--- src/hdl/imuaux_regs.vh ---
// Register offsets, field positions and timing counts of the auxiliary output block
`ifndef IMUAUX_REGS_VH
`define IMUAUX_REGS_VH
`define IMUAUX_OFS_TEMP 8'h1c
`define IMUAUX_OFS_STAMP 8'h1e
`define IMUAUX_OFS_CNTR 8'h22
`define IMUAUX_OFS_ANG_XL 8'h24
`define IMUAUX_OFS_ANG_XH 8'h26
`define IMUAUX_OFS_ANG_YL 8'h28
`define IMUAUX_OFS_ANG_YH 8'h2a
`define IMUAUX_OFS_ANG_ZL 8'h2c
`define IMUAUX_OFS_ANG_ZH 8'h2e
`define IMUAUX_OFS_VEL_XL 8'h30
`define IMUAUX_OFS_VEL_XH 8'h32
`define IMUAUX_OFS_VEL_YL 8'h34
`define IMUAUX_OFS_VEL_YH 8'h36
`define IMUAUX_OFS_VEL_ZL 8'h38
`define IMUAUX_OFS_VEL_ZH 8'h3a
`define IMUAUX_OFS_MISC 8'h60
`define IMUAUX_OFS_DEC 8'h64
`define IMUAUX_OFS_CMD 8'h68
`define IMUAUX_SYNC_LSB 2
`define IMUAUX_SYNC_MSB 4
`define IMUAUX_SYNC_SCALED 3'h2
`define IMUAUX_CMD_RESET_BIT 7
`define IMUAUX_MISC_RESET 16'h0000
`define IMUAUX_DEC_RESET 16'h0000
`define IMUAUX_STAMP_NS 49020
`define IMUAUX_CLK_NS 10
`define IMUAUX_STAMP_CYC ((`IMUAUX_STAMP_NS) / (`IMUAUX_CLK_NS))
`define IMUAUX_SAMPLE_SPS 2000
`define IMUAUX_SAMPLE_CYC ((1000000000 / `IMUAUX_SAMPLE_SPS) / `IMUAUX_CLK_NS)
`endif

--- src/hdl/imuaux_fifo.v ---
// Small valid/ready FIFO carrying sensor sample words
`timescale 1ns/10ps
module imuaux_fifo #(
	parameter WIDTH = 96,
	parameter DEPTH = 4,
	parameter AW = 2
) (
	input wire clk,
	input wire rst_b,
	input wire in_valid,
	output wire in_ready,
	input wire [WIDTH-1:0] in_data,
	output wire out_valid,
	input wire out_ready,
	output wire [WIDTH-1:0] out_data
);
	reg [WIDTH-1:0] mem [0:DEPTH-1];
	reg [AW-1:0] wr_ptr;
	reg [AW-1:0] rd_ptr;
	reg [AW:0] count;
	wire do_wr;
	wire do_rd;
	assign in_ready = (count != DEPTH[AW:0]);
	assign out_valid = (count != {(AW+1){1'b0}});
	assign out_data = mem[rd_ptr];
	assign do_wr = in_valid & in_ready;
	assign do_rd = out_valid & out_ready;
	always @(posedge clk) begin
		if (do_wr) begin
			mem[wr_ptr] <= in_data;
		end
	end
	always @(posedge clk or negedge rst_b) begin
		if (!rst_b) begin
			wr_ptr <= {AW{1'b0}};
			rd_ptr <= {AW{1'b0}};
			count <= {(AW+1){1'b0}};
		end else begin
			if (do_wr) begin
				wr_ptr <= (wr_ptr == DEPTH[AW-1:0] - 1'b1 + {AW{1'b0}}) ? {AW{1'b0}} : wr_ptr + 1'b1;
			end
			if (do_rd) begin
				rd_ptr <= (rd_ptr == DEPTH[AW-1:0] - 1'b1 + {AW{1'b0}}) ? {AW{1'b0}} : rd_ptr + 1'b1;
			end
			if (do_wr & ~do_rd) begin
				count <= count + 1'b1;
			end else if (do_rd & ~do_wr) begin
				count <= count - 1'b1;
			end
		end
	end
endmodule // imuaux_fifo

--- src/hdl/imuaux_top.v ---
// Temperature, sync time stamp, update counter and delta angle/velocity outputs
//
// Strobed register access was chosen for this implementation.
`timescale 1ns/10ps
`include "imuaux_regs.vh"
module imuaux_top #(
	parameter SAMPLE_CYC = `IMUAUX_SAMPLE_CYC,
	parameter STAMP_CYC = `IMUAUX_STAMP_CYC,
	parameter SCALE_SHIFT = 4
) (
	input wire CORE_CLK,
	input wire RST_B,
	input wire [7:0] ADDR,
	input wire [15:0] WDATA,
	input wire WR,
	input wire RD,
	output reg [15:0] RDATA,
	input wire SYNC_PIN,
	input wire [15:0] TEMP_IN,
	input wire [15:0] GYRO_X,
	input wire [15:0] GYRO_Y,
	input wire [15:0] GYRO_Z,
	input wire [15:0] ACCL_X,
	input wire [15:0] ACCL_Y,
	input wire [15:0] ACCL_Z,
	input wire SAMPLE_VALID,
	output reg SAMPLE_READY,
	output reg DATA_READY_PIN
);
	localparam W = 96;
	localparam ST_IDLE = 3'b001;
	localparam ST_ACC = 3'b010;
	localparam ST_LOAD = 3'b100;

	// ****************************************
	// Helpers
	// ****************************************
	function [31:0] pair_sum;
		input [15:0] cur;
		input [15:0] prev;
		begin
			pair_sum = {{16{cur[15]}}, cur} + {{16{prev[15]}}, prev};
		end
	endfunction

	function [15:0] sel16;
		input [15:0] a;
		input [15:0] b;
		input hi;
		begin
			sel16 = hi ? a : b;
		end
	endfunction

	// ****************************************
	// Sync pin synchroniser and edge detect
	// ****************************************
	reg sync_m;
	reg sync_s;
	reg sync_d;
	wire sync_edge;
	always @(posedge CORE_CLK or negedge RST_B) begin
		if (!RST_B) begin
			sync_m <= 1'b0;
			sync_s <= 1'b0;
			sync_d <= 1'b0;
		end else begin
			sync_m <= SYNC_PIN;
			sync_s <= sync_m;
			sync_d <= sync_s;
		end
	end
	assign sync_edge = sync_s & ~sync_d;

	// ****************************************
	// Control registers
	// ****************************************
	reg [15:0] misc_ctrl;
	reg [15:0] dec_setting;
	reg soft_reset;
	wire scaled_mode;
	always @(posedge CORE_CLK or negedge RST_B) begin
		if (!RST_B) begin
			misc_ctrl <= `IMUAUX_MISC_RESET;
			dec_setting <= `IMUAUX_DEC_RESET;
			soft_reset <= 1'b0;
		end else begin
			soft_reset <= WR && (ADDR == `IMUAUX_OFS_CMD) && WDATA[`IMUAUX_CMD_RESET_BIT];
			if (WR && ADDR == `IMUAUX_OFS_MISC) begin
				misc_ctrl <= WDATA;
			end
			if (WR && ADDR == `IMUAUX_OFS_DEC) begin
				dec_setting <= WDATA;
			end
		end
	end
	assign scaled_mode = (misc_ctrl[`IMUAUX_SYNC_MSB:`IMUAUX_SYNC_LSB] == `IMUAUX_SYNC_SCALED);

	// ****************************************
	// Time stamp counter
	// ****************************************
	reg [15:0] stamp_pre;
	reg [15:0] stamp_run;
	always @(posedge CORE_CLK or negedge RST_B) begin
		if (!RST_B) begin
			stamp_pre <= 16'h0000;
			stamp_run <= 16'h0000;
		end else if (!scaled_mode || sync_edge) begin
			stamp_pre <= 16'h0000;
			stamp_run <= 16'h0000;
		end else if (stamp_pre == STAMP_CYC[15:0] - 16'h0001) begin
			stamp_pre <= 16'h0000;
			stamp_run <= stamp_run + 16'h0001;
		end else begin
			stamp_pre <= stamp_pre + 16'h0001;
		end
	end

	// ****************************************
	// Internal sample clock and input FIFO
	// ****************************************
	reg [15:0] tick_cnt;
	reg sample_tick;
	wire fifo_in_ready;
	wire fifo_out_valid;
	wire [W-1:0] fifo_out_data;
	reg fifo_pop;
	always @(posedge CORE_CLK or negedge RST_B) begin
		if (!RST_B) begin
			tick_cnt <= 16'h0000;
			sample_tick <= 1'b0;
			SAMPLE_READY <= 1'b0;
		end else begin
			sample_tick <= (tick_cnt == SAMPLE_CYC[15:0] - 16'h0001);
			tick_cnt <= (tick_cnt == SAMPLE_CYC[15:0] - 16'h0001) ? 16'h0000 : tick_cnt + 16'h0001;
			// Drop after each take, so a full FIFO is never offered a word through the flop lag
			SAMPLE_READY <= fifo_in_ready & ~(SAMPLE_VALID & SAMPLE_READY);
		end
	end

	imuaux_fifo #(
		.WIDTH(W),
		.DEPTH(4),
		.AW(2)
	) u_fifo (
		.clk(CORE_CLK),
		.rst_b(RST_B),
		.in_valid(SAMPLE_VALID & SAMPLE_READY),
		.in_ready(fifo_in_ready),
		.in_data({GYRO_X, GYRO_Y, GYRO_Z, ACCL_X, ACCL_Y, ACCL_Z}),
		.out_valid(fifo_out_valid),
		.out_ready(fifo_pop),
		.out_data(fifo_out_data)
	);

	// ****************************************
	// Trapezoidal integration
	// ****************************************
	reg [2:0] state;
	reg [15:0] left;
	reg [15:0] prev [0:5];
	reg [31:0] acc [0:5];
	reg [31:0] out_acc [0:5];
	reg [15:0] update_counter;
	reg [15:0] sync_time_stamp;
	reg [15:0] internal_temperature;
	wire [15:0] cur [0:5];
	integer i;
	genvar g;
	generate
		for (g = 0; g < 6; g = g + 1) begin : g_cur
			assign cur[g] = fifo_out_data[W-1-16*g -: 16];
		end
	endgenerate

	always @* begin
		fifo_pop = (state == ST_ACC) && sample_tick && fifo_out_valid;
	end

	always @(posedge CORE_CLK or negedge RST_B) begin
		if (!RST_B) begin
			state <= ST_IDLE;
			left <= 16'h0000;
			update_counter <= 16'h0000;
			sync_time_stamp <= 16'h0000;
			internal_temperature <= 16'h0000;
			DATA_READY_PIN <= 1'b0;
			for (i = 0; i < 6; i = i + 1) begin
				prev[i] <= 16'h0000;
				acc[i] <= 32'h00000000;
				out_acc[i] <= 32'h00000000;
			end
		end else if (soft_reset) begin
			state <= ST_IDLE;
			update_counter <= 16'h0000;
			DATA_READY_PIN <= 1'b0;
		end else begin
			case (state)
				ST_IDLE: begin
					left <= dec_setting;
					for (i = 0; i < 6; i = i + 1) begin
						acc[i] <= 32'h00000000;
					end
					state <= ST_ACC;
				end
				ST_ACC: begin
					if (fifo_pop) begin
						for (i = 0; i < 6; i = i + 1) begin
							acc[i] <= acc[i] + pair_sum(cur[i], prev[i]);
							prev[i] <= cur[i];
						end
						if (left == 16'h0000) begin
							state <= ST_LOAD;
						end else begin
							left <= left - 16'h0001;
						end
					end
				end
				ST_LOAD: begin
					for (i = 0; i < 6; i = i + 1) begin
						out_acc[i] <= acc[i] << SCALE_SHIFT;
					end
					sync_time_stamp <= stamp_run;
					internal_temperature <= TEMP_IN;
					update_counter <= update_counter + 16'h0001;
					state <= ST_IDLE;
				end
				default: begin
					state <= ST_IDLE;
				end
			endcase
			DATA_READY_PIN <= (state == ST_LOAD);
		end
	end

	// ****************************************
	// Register read port, writes to outputs ignored
	// ****************************************
	always @(posedge CORE_CLK or negedge RST_B) begin
		if (!RST_B) begin
			RDATA <= 16'h0000;
		end else if (RD) begin
			case (ADDR)
				`IMUAUX_OFS_TEMP: RDATA <= internal_temperature;
				`IMUAUX_OFS_STAMP: RDATA <= sync_time_stamp;
				`IMUAUX_OFS_CNTR: RDATA <= update_counter;
				`IMUAUX_OFS_ANG_XL, `IMUAUX_OFS_ANG_XH: RDATA <= sel16(out_acc[0][31:16], out_acc[0][15:0], ADDR[1]);
				`IMUAUX_OFS_ANG_YL, `IMUAUX_OFS_ANG_YH: RDATA <= sel16(out_acc[1][31:16], out_acc[1][15:0], ADDR[1]);
				`IMUAUX_OFS_ANG_ZL, `IMUAUX_OFS_ANG_ZH: RDATA <= sel16(out_acc[2][31:16], out_acc[2][15:0], ADDR[1]);
				`IMUAUX_OFS_VEL_XL, `IMUAUX_OFS_VEL_XH: RDATA <= sel16(out_acc[3][31:16], out_acc[3][15:0], ADDR[1]);
				`IMUAUX_OFS_VEL_YL, `IMUAUX_OFS_VEL_YH: RDATA <= sel16(out_acc[4][31:16], out_acc[4][15:0], ADDR[1]);
				`IMUAUX_OFS_VEL_ZL, `IMUAUX_OFS_VEL_ZH: RDATA <= sel16(out_acc[5][31:16], out_acc[5][15:0], ADDR[1]);
				`IMUAUX_OFS_MISC: RDATA <= misc_ctrl;
				`IMUAUX_OFS_DEC: RDATA <= dec_setting;
				default: RDATA <= 16'h0000;
			endcase
		end else begin
			RDATA <= 16'h0000;
		end
	end
endmodule // imuaux_top

--- config.mk ---
export PLATFORM = sky130hd
export DESIGN_NAME = imuaux_top
export DESIGN_NICKNAME = d
export VERILOG_FILES = /design/src/hdl/imuaux_fifo.v /design/src/hdl/imuaux_top.v
export VERILOG_INCLUDE_DIRS = /design/src /design/src/hdl
export SDC_FILE = /design/constraint.sdc
export NUM_CORES = 2
export LEC_CHECK = 0
export ABC_AREA = 1
export BUFFER_PORTS_ARGS = -buffer_cell sky130_fd_sc_hd__buf_2
export CORE_AREA = 2 2 410 412
export CTS_CLUSTER_DIAMETER = 30
export CTS_CLUSTER_SIZE = 16
export DETAILED_ROUTE_END_ITERATION = 7
export DIE_AREA = 0 0 412 414
export SETUP_SLACK_MARGIN = 0.1
export SLEW_MARGIN = 10
export SYNTH_ARGS = -nofsm -noshare
export SYNTH_HDL_FRONTEND = slang
export SYNTH_HIERARCHICAL = 1
export SYNTH_SLANG_ARGS = --single-unit
--- constraint.sdc ---
create_clock -name CORE_CLK -period 6.6 [get_ports CORE_CLK]
set_input_delay 0.33 -clock CORE_CLK [delete_from_list [all_inputs] [get_ports CORE_CLK]]
set_output_delay 0.33 -clock CORE_CLK [all_outputs]
set_load 0.01 [all_outputs]
==> results.md <==
* Worst-Margin Slew at 1130 ps
* CTS tree: done
* Fin. Hold Viols at 0
* Core Area at 166000 um2
* Post-synth EDFFs at 384
* CP endpoint kind: flip-flop
* Hold WC Path Type: input pin to asynchronous set/reset pin
* Min Tclk post-route at 5120 ps
* Overall routing resource usage at 19.0%
* Die span in x at 412 um
* FF-to-FF path depth at 21
* Vias in the first global route at 46000
* Pwr/cell area at 317 nW/um2
* Skew final at 47.0 ps
* Post-CTS sizing at 0
* DP Wirelength at 116000 um
* Setup CP Type: flip-flop to flip-flop
* First-pass GRT wire length at 259000 um
* Gpl congestion at 0.976
* Synth async-reset ratio at 61.3%
* Synth warn at 6
* Final core occ at 41.4%
* Placed cells at 9177
* Power, Total at 21.8 mW
* Setup TNS at 0 ps
* Final net count at 7795
* Pins over their slew limit at 0
* Worst path arrival time at 5860 ps
* Setup Buffers After CTS at 0
* Largest net degree at the start of global routing at 171
* Synth-to-layout area growth at 22.5%
* Post-DRT Antenna Nets at 0
* Layout cell share with drive strength beyond 1 at 8.46%
* Worst-path clk slew at 50 ps
* Syn nets at 7434
* Status: finished, final reports clean
* Seq/Total Area, Yosys at 47.7%
* Overflow left after global routing at 0
* Reg2reg end: acc[26]
* Max-slew headroom at 24.8%
* FP Rows at 150
* Distinct cells, synth at 50
* Die Height at 414 um
* H-tree depth reported by CTS at 4
* Clock root buffer: clkbuf_16
* CTS buffer count at 237
* Worst vdd ir at 0.000242 V
* PortBufs at 159
* Worst r2r src: u_fifo/rd_ptr[0]
* Avg Inst Size Synth at 8.04 um2
* Main synth FF type: dfrtp_1
* CP max FO at 72
* Initial antenna violation count at 12
* Worst setup SP type: flip-flop
* FMAX at 195 MHz
* Clock sink total at 993
* Fillers at 16700
* Io pins at 160
* Endpoints failing setup at 0
* Clock buffer depth at 3
* Leak Pwr at 32.2 nW
* 1st-iter DRT viols at 3540
* Fin crit share at 77.6%
* Final wirelength at 164000 um
* 1st-pass router iterations at 6
* Fin cells at 9765
* Post-Syn Area at 56100 um2
* Clk_lat worst skew at 860 ps
* Worst Path Required at 7340 ps
* Die area at 171000 um2
* Starting density of the core at 33.8%
* Drt drc at 0
* Worst R2R Setup Slack at 1480 ps
* Unrepaired setup endpoints after global routing: no
* Number of max-cap violations at 0
* Syn Inst Count at 6985
* Via Count at 47600
* Vias/cell at 4.88
* Routed len/inst at 16.8 um
* Flops & latches, synth at 993
-- worst max-delay path, stage by stage, from the launching register on --
cell and delay [ps]:
dfrtp_4 950, buf_4 360, nand2_1 80, o211ai_1 80, nand2_1 140, ha_1 390
a21oi_1 140, a21boi_0 390, o21ai_0 280, nand3_1 130, nand2_1 70, xor2_1 160
ha_1 360, nand2_1 120, nor2_1 290, inv_1 60, o21ai_0 430, nand2_1 160
nand3b_1 120, nand2_1 50, nand3_1 60, nand2_1 60
-- cell usage in the layout (no fill, tap or decap), types with 17 or more instances in the layout --
cell / count
nand2_1: 2324
inv_1: 847
dfrtp_1: 606
o21ai_0: 499
nor2_1: 449
edfxtp_1: 384
a21oi_1: 369
ha_1: 294
nand3_1: 267
clkbuf_16: 237
o211ai_1: 198
buf_2: 157
dlygate4sd3_1: 134
nor3_1: 95
xor2_1: 66
o22ai_1: 65
nand4_1: 56
clkinv_2: 45
xnor2_1: 33
clkinvlp_4: 31
bufinv_16: 30
o21ai_1: 28
a21o_1: 26
clkinv_4: 26
clkbuf_8: 23
buf_4: 23
clkbuf_1: 22
o21bai_1: 17
inv_6: 17
-- timing repair --
| item | 4_1_cts | 5_1_grt |
|---|---|---|
| hold endpoints to repair | 522 | 0 |
| hold buffers | 134 | 0 |
| setup endpoints to repair | 0 | 0 |
-- flip-flops by register name, indices dropped and copies added (netlist names), 96 cells and up --
signal      count
prev           96
u_fifo/mem    384
out_acc       168
acc           168
-- Yosys cell counts, types with 26 or more instances --
library cell | count | area, um2
clkbuf_1 | 91 | 342
dfrtp_1 | 608 | 15200
a21o_1 | 26 | 195
o21ai_1 | 28 | 140
nand3_1 | 267 | 1340
nor2_1 | 454 | 1700
nand2_1 | 2324 | 8720
o22ai_1 | 65 | 407
o21ai_0 | 499 | 2500
buf_2 | 42 | 210
o211ai_1 | 198 | 1490
ha_1 | 294 | 3680
edfxtp_1 | 384 | 11500
buf_4 | 27 | 203
buf_6 | 31 | 349
inv_1 | 848 | 3180
xnor2_1 | 33 | 289
nand4_1 | 56 | 350
a21oi_1 | 369 | 1850
xor2_1 | 66 | 578
nor3_1 | 95 | 475
-- layout make-up --
class	instances	area (um2)	area share [%]
Sequential cell	993	26800	38.9
Multi-Input combinational cell	4925	25000	36.4
Clock buffer	282	6330	9.20
Inverter	860	3240	4.71
Tap cell	2204	2760	4.01
Timing Repair Buffer	329	2590	3.77
Clock inverter	167	2040	2.97
Antenna cell	5	12.5	0.0182
-- worst max-delay path by stage --
stage / from / endpoint / depth (start not counted)
finish: u_fifo/rd_ptr[0] / acc[26] / 21
floorplan: u_fifo/count[0] / u_fifo/mem[0][0] / 4
global placement: u_fifo/rd_ptr[0] / acc[82] / 24
global route: u_fifo/rd_ptr[0] / acc[82] / 24
detailed placement: u_fifo/rd_ptr[0] / acc[82] / 24
CTS: u_fifo/rd_ptr[0] / acc[59] / 24
-- layer usage --
metal | vias up | global-route usage [%] | wire length, um
li1 | 23800 | - | -
met1 | 22400 | 28.0 | 81400
met2 | 1193 | 28.2 | 69700
met3 | 228 | 3.64 | 9280
met4 | 10 | 5.59 | 3630
met5 | - | 0 | 65
-- logic make-up (layout without fill, tap and decap cells) --
kind of cell | Yosys count | count (layout) | synth area share [%]
compound gates | 1261 | 1261 | 12.7
xor+xnor | 99 | 99 | 1.54
fa+ha+maj | 307 | 307 | 7.02
buf+inv | 1067 | 1638 | 7.83
flops | 993 | 993 | 47.7
mux | 3 | 3 | 0.0535
other cells | 0 | 5 | 0
simple gates | 3255 | 3255 | 23.2
-- per-stage QoR --
step | hold WS, ps | area, um2 | worst slack [ps]
2_1_floorplan | 34.4 | 56100 | 1330
3_3_place_gp | 340 | 59100 | 1530
3_5_place_dp | 363 | 59100 | 1500
4_1_cts | 63.6 | 68800 | 1500
5_1_grt | 125 | 68800 | 1030
6_report | 84.7 | 68800 | 1480
-- power by group --
| group | internal (mW) | switching (mW) | total, mW |
|---|---|---|---|
| registers | 6.92 | 0.136 | 7.06 |
| logic | 0.762 | 2.07 | 2.84 |
| clock network | 8.02 | 3.90 | 11.9 |
| total | 15.7 | 6.11 | 21.8 |
Note: power is estimated with default switching activity, not from simulation.
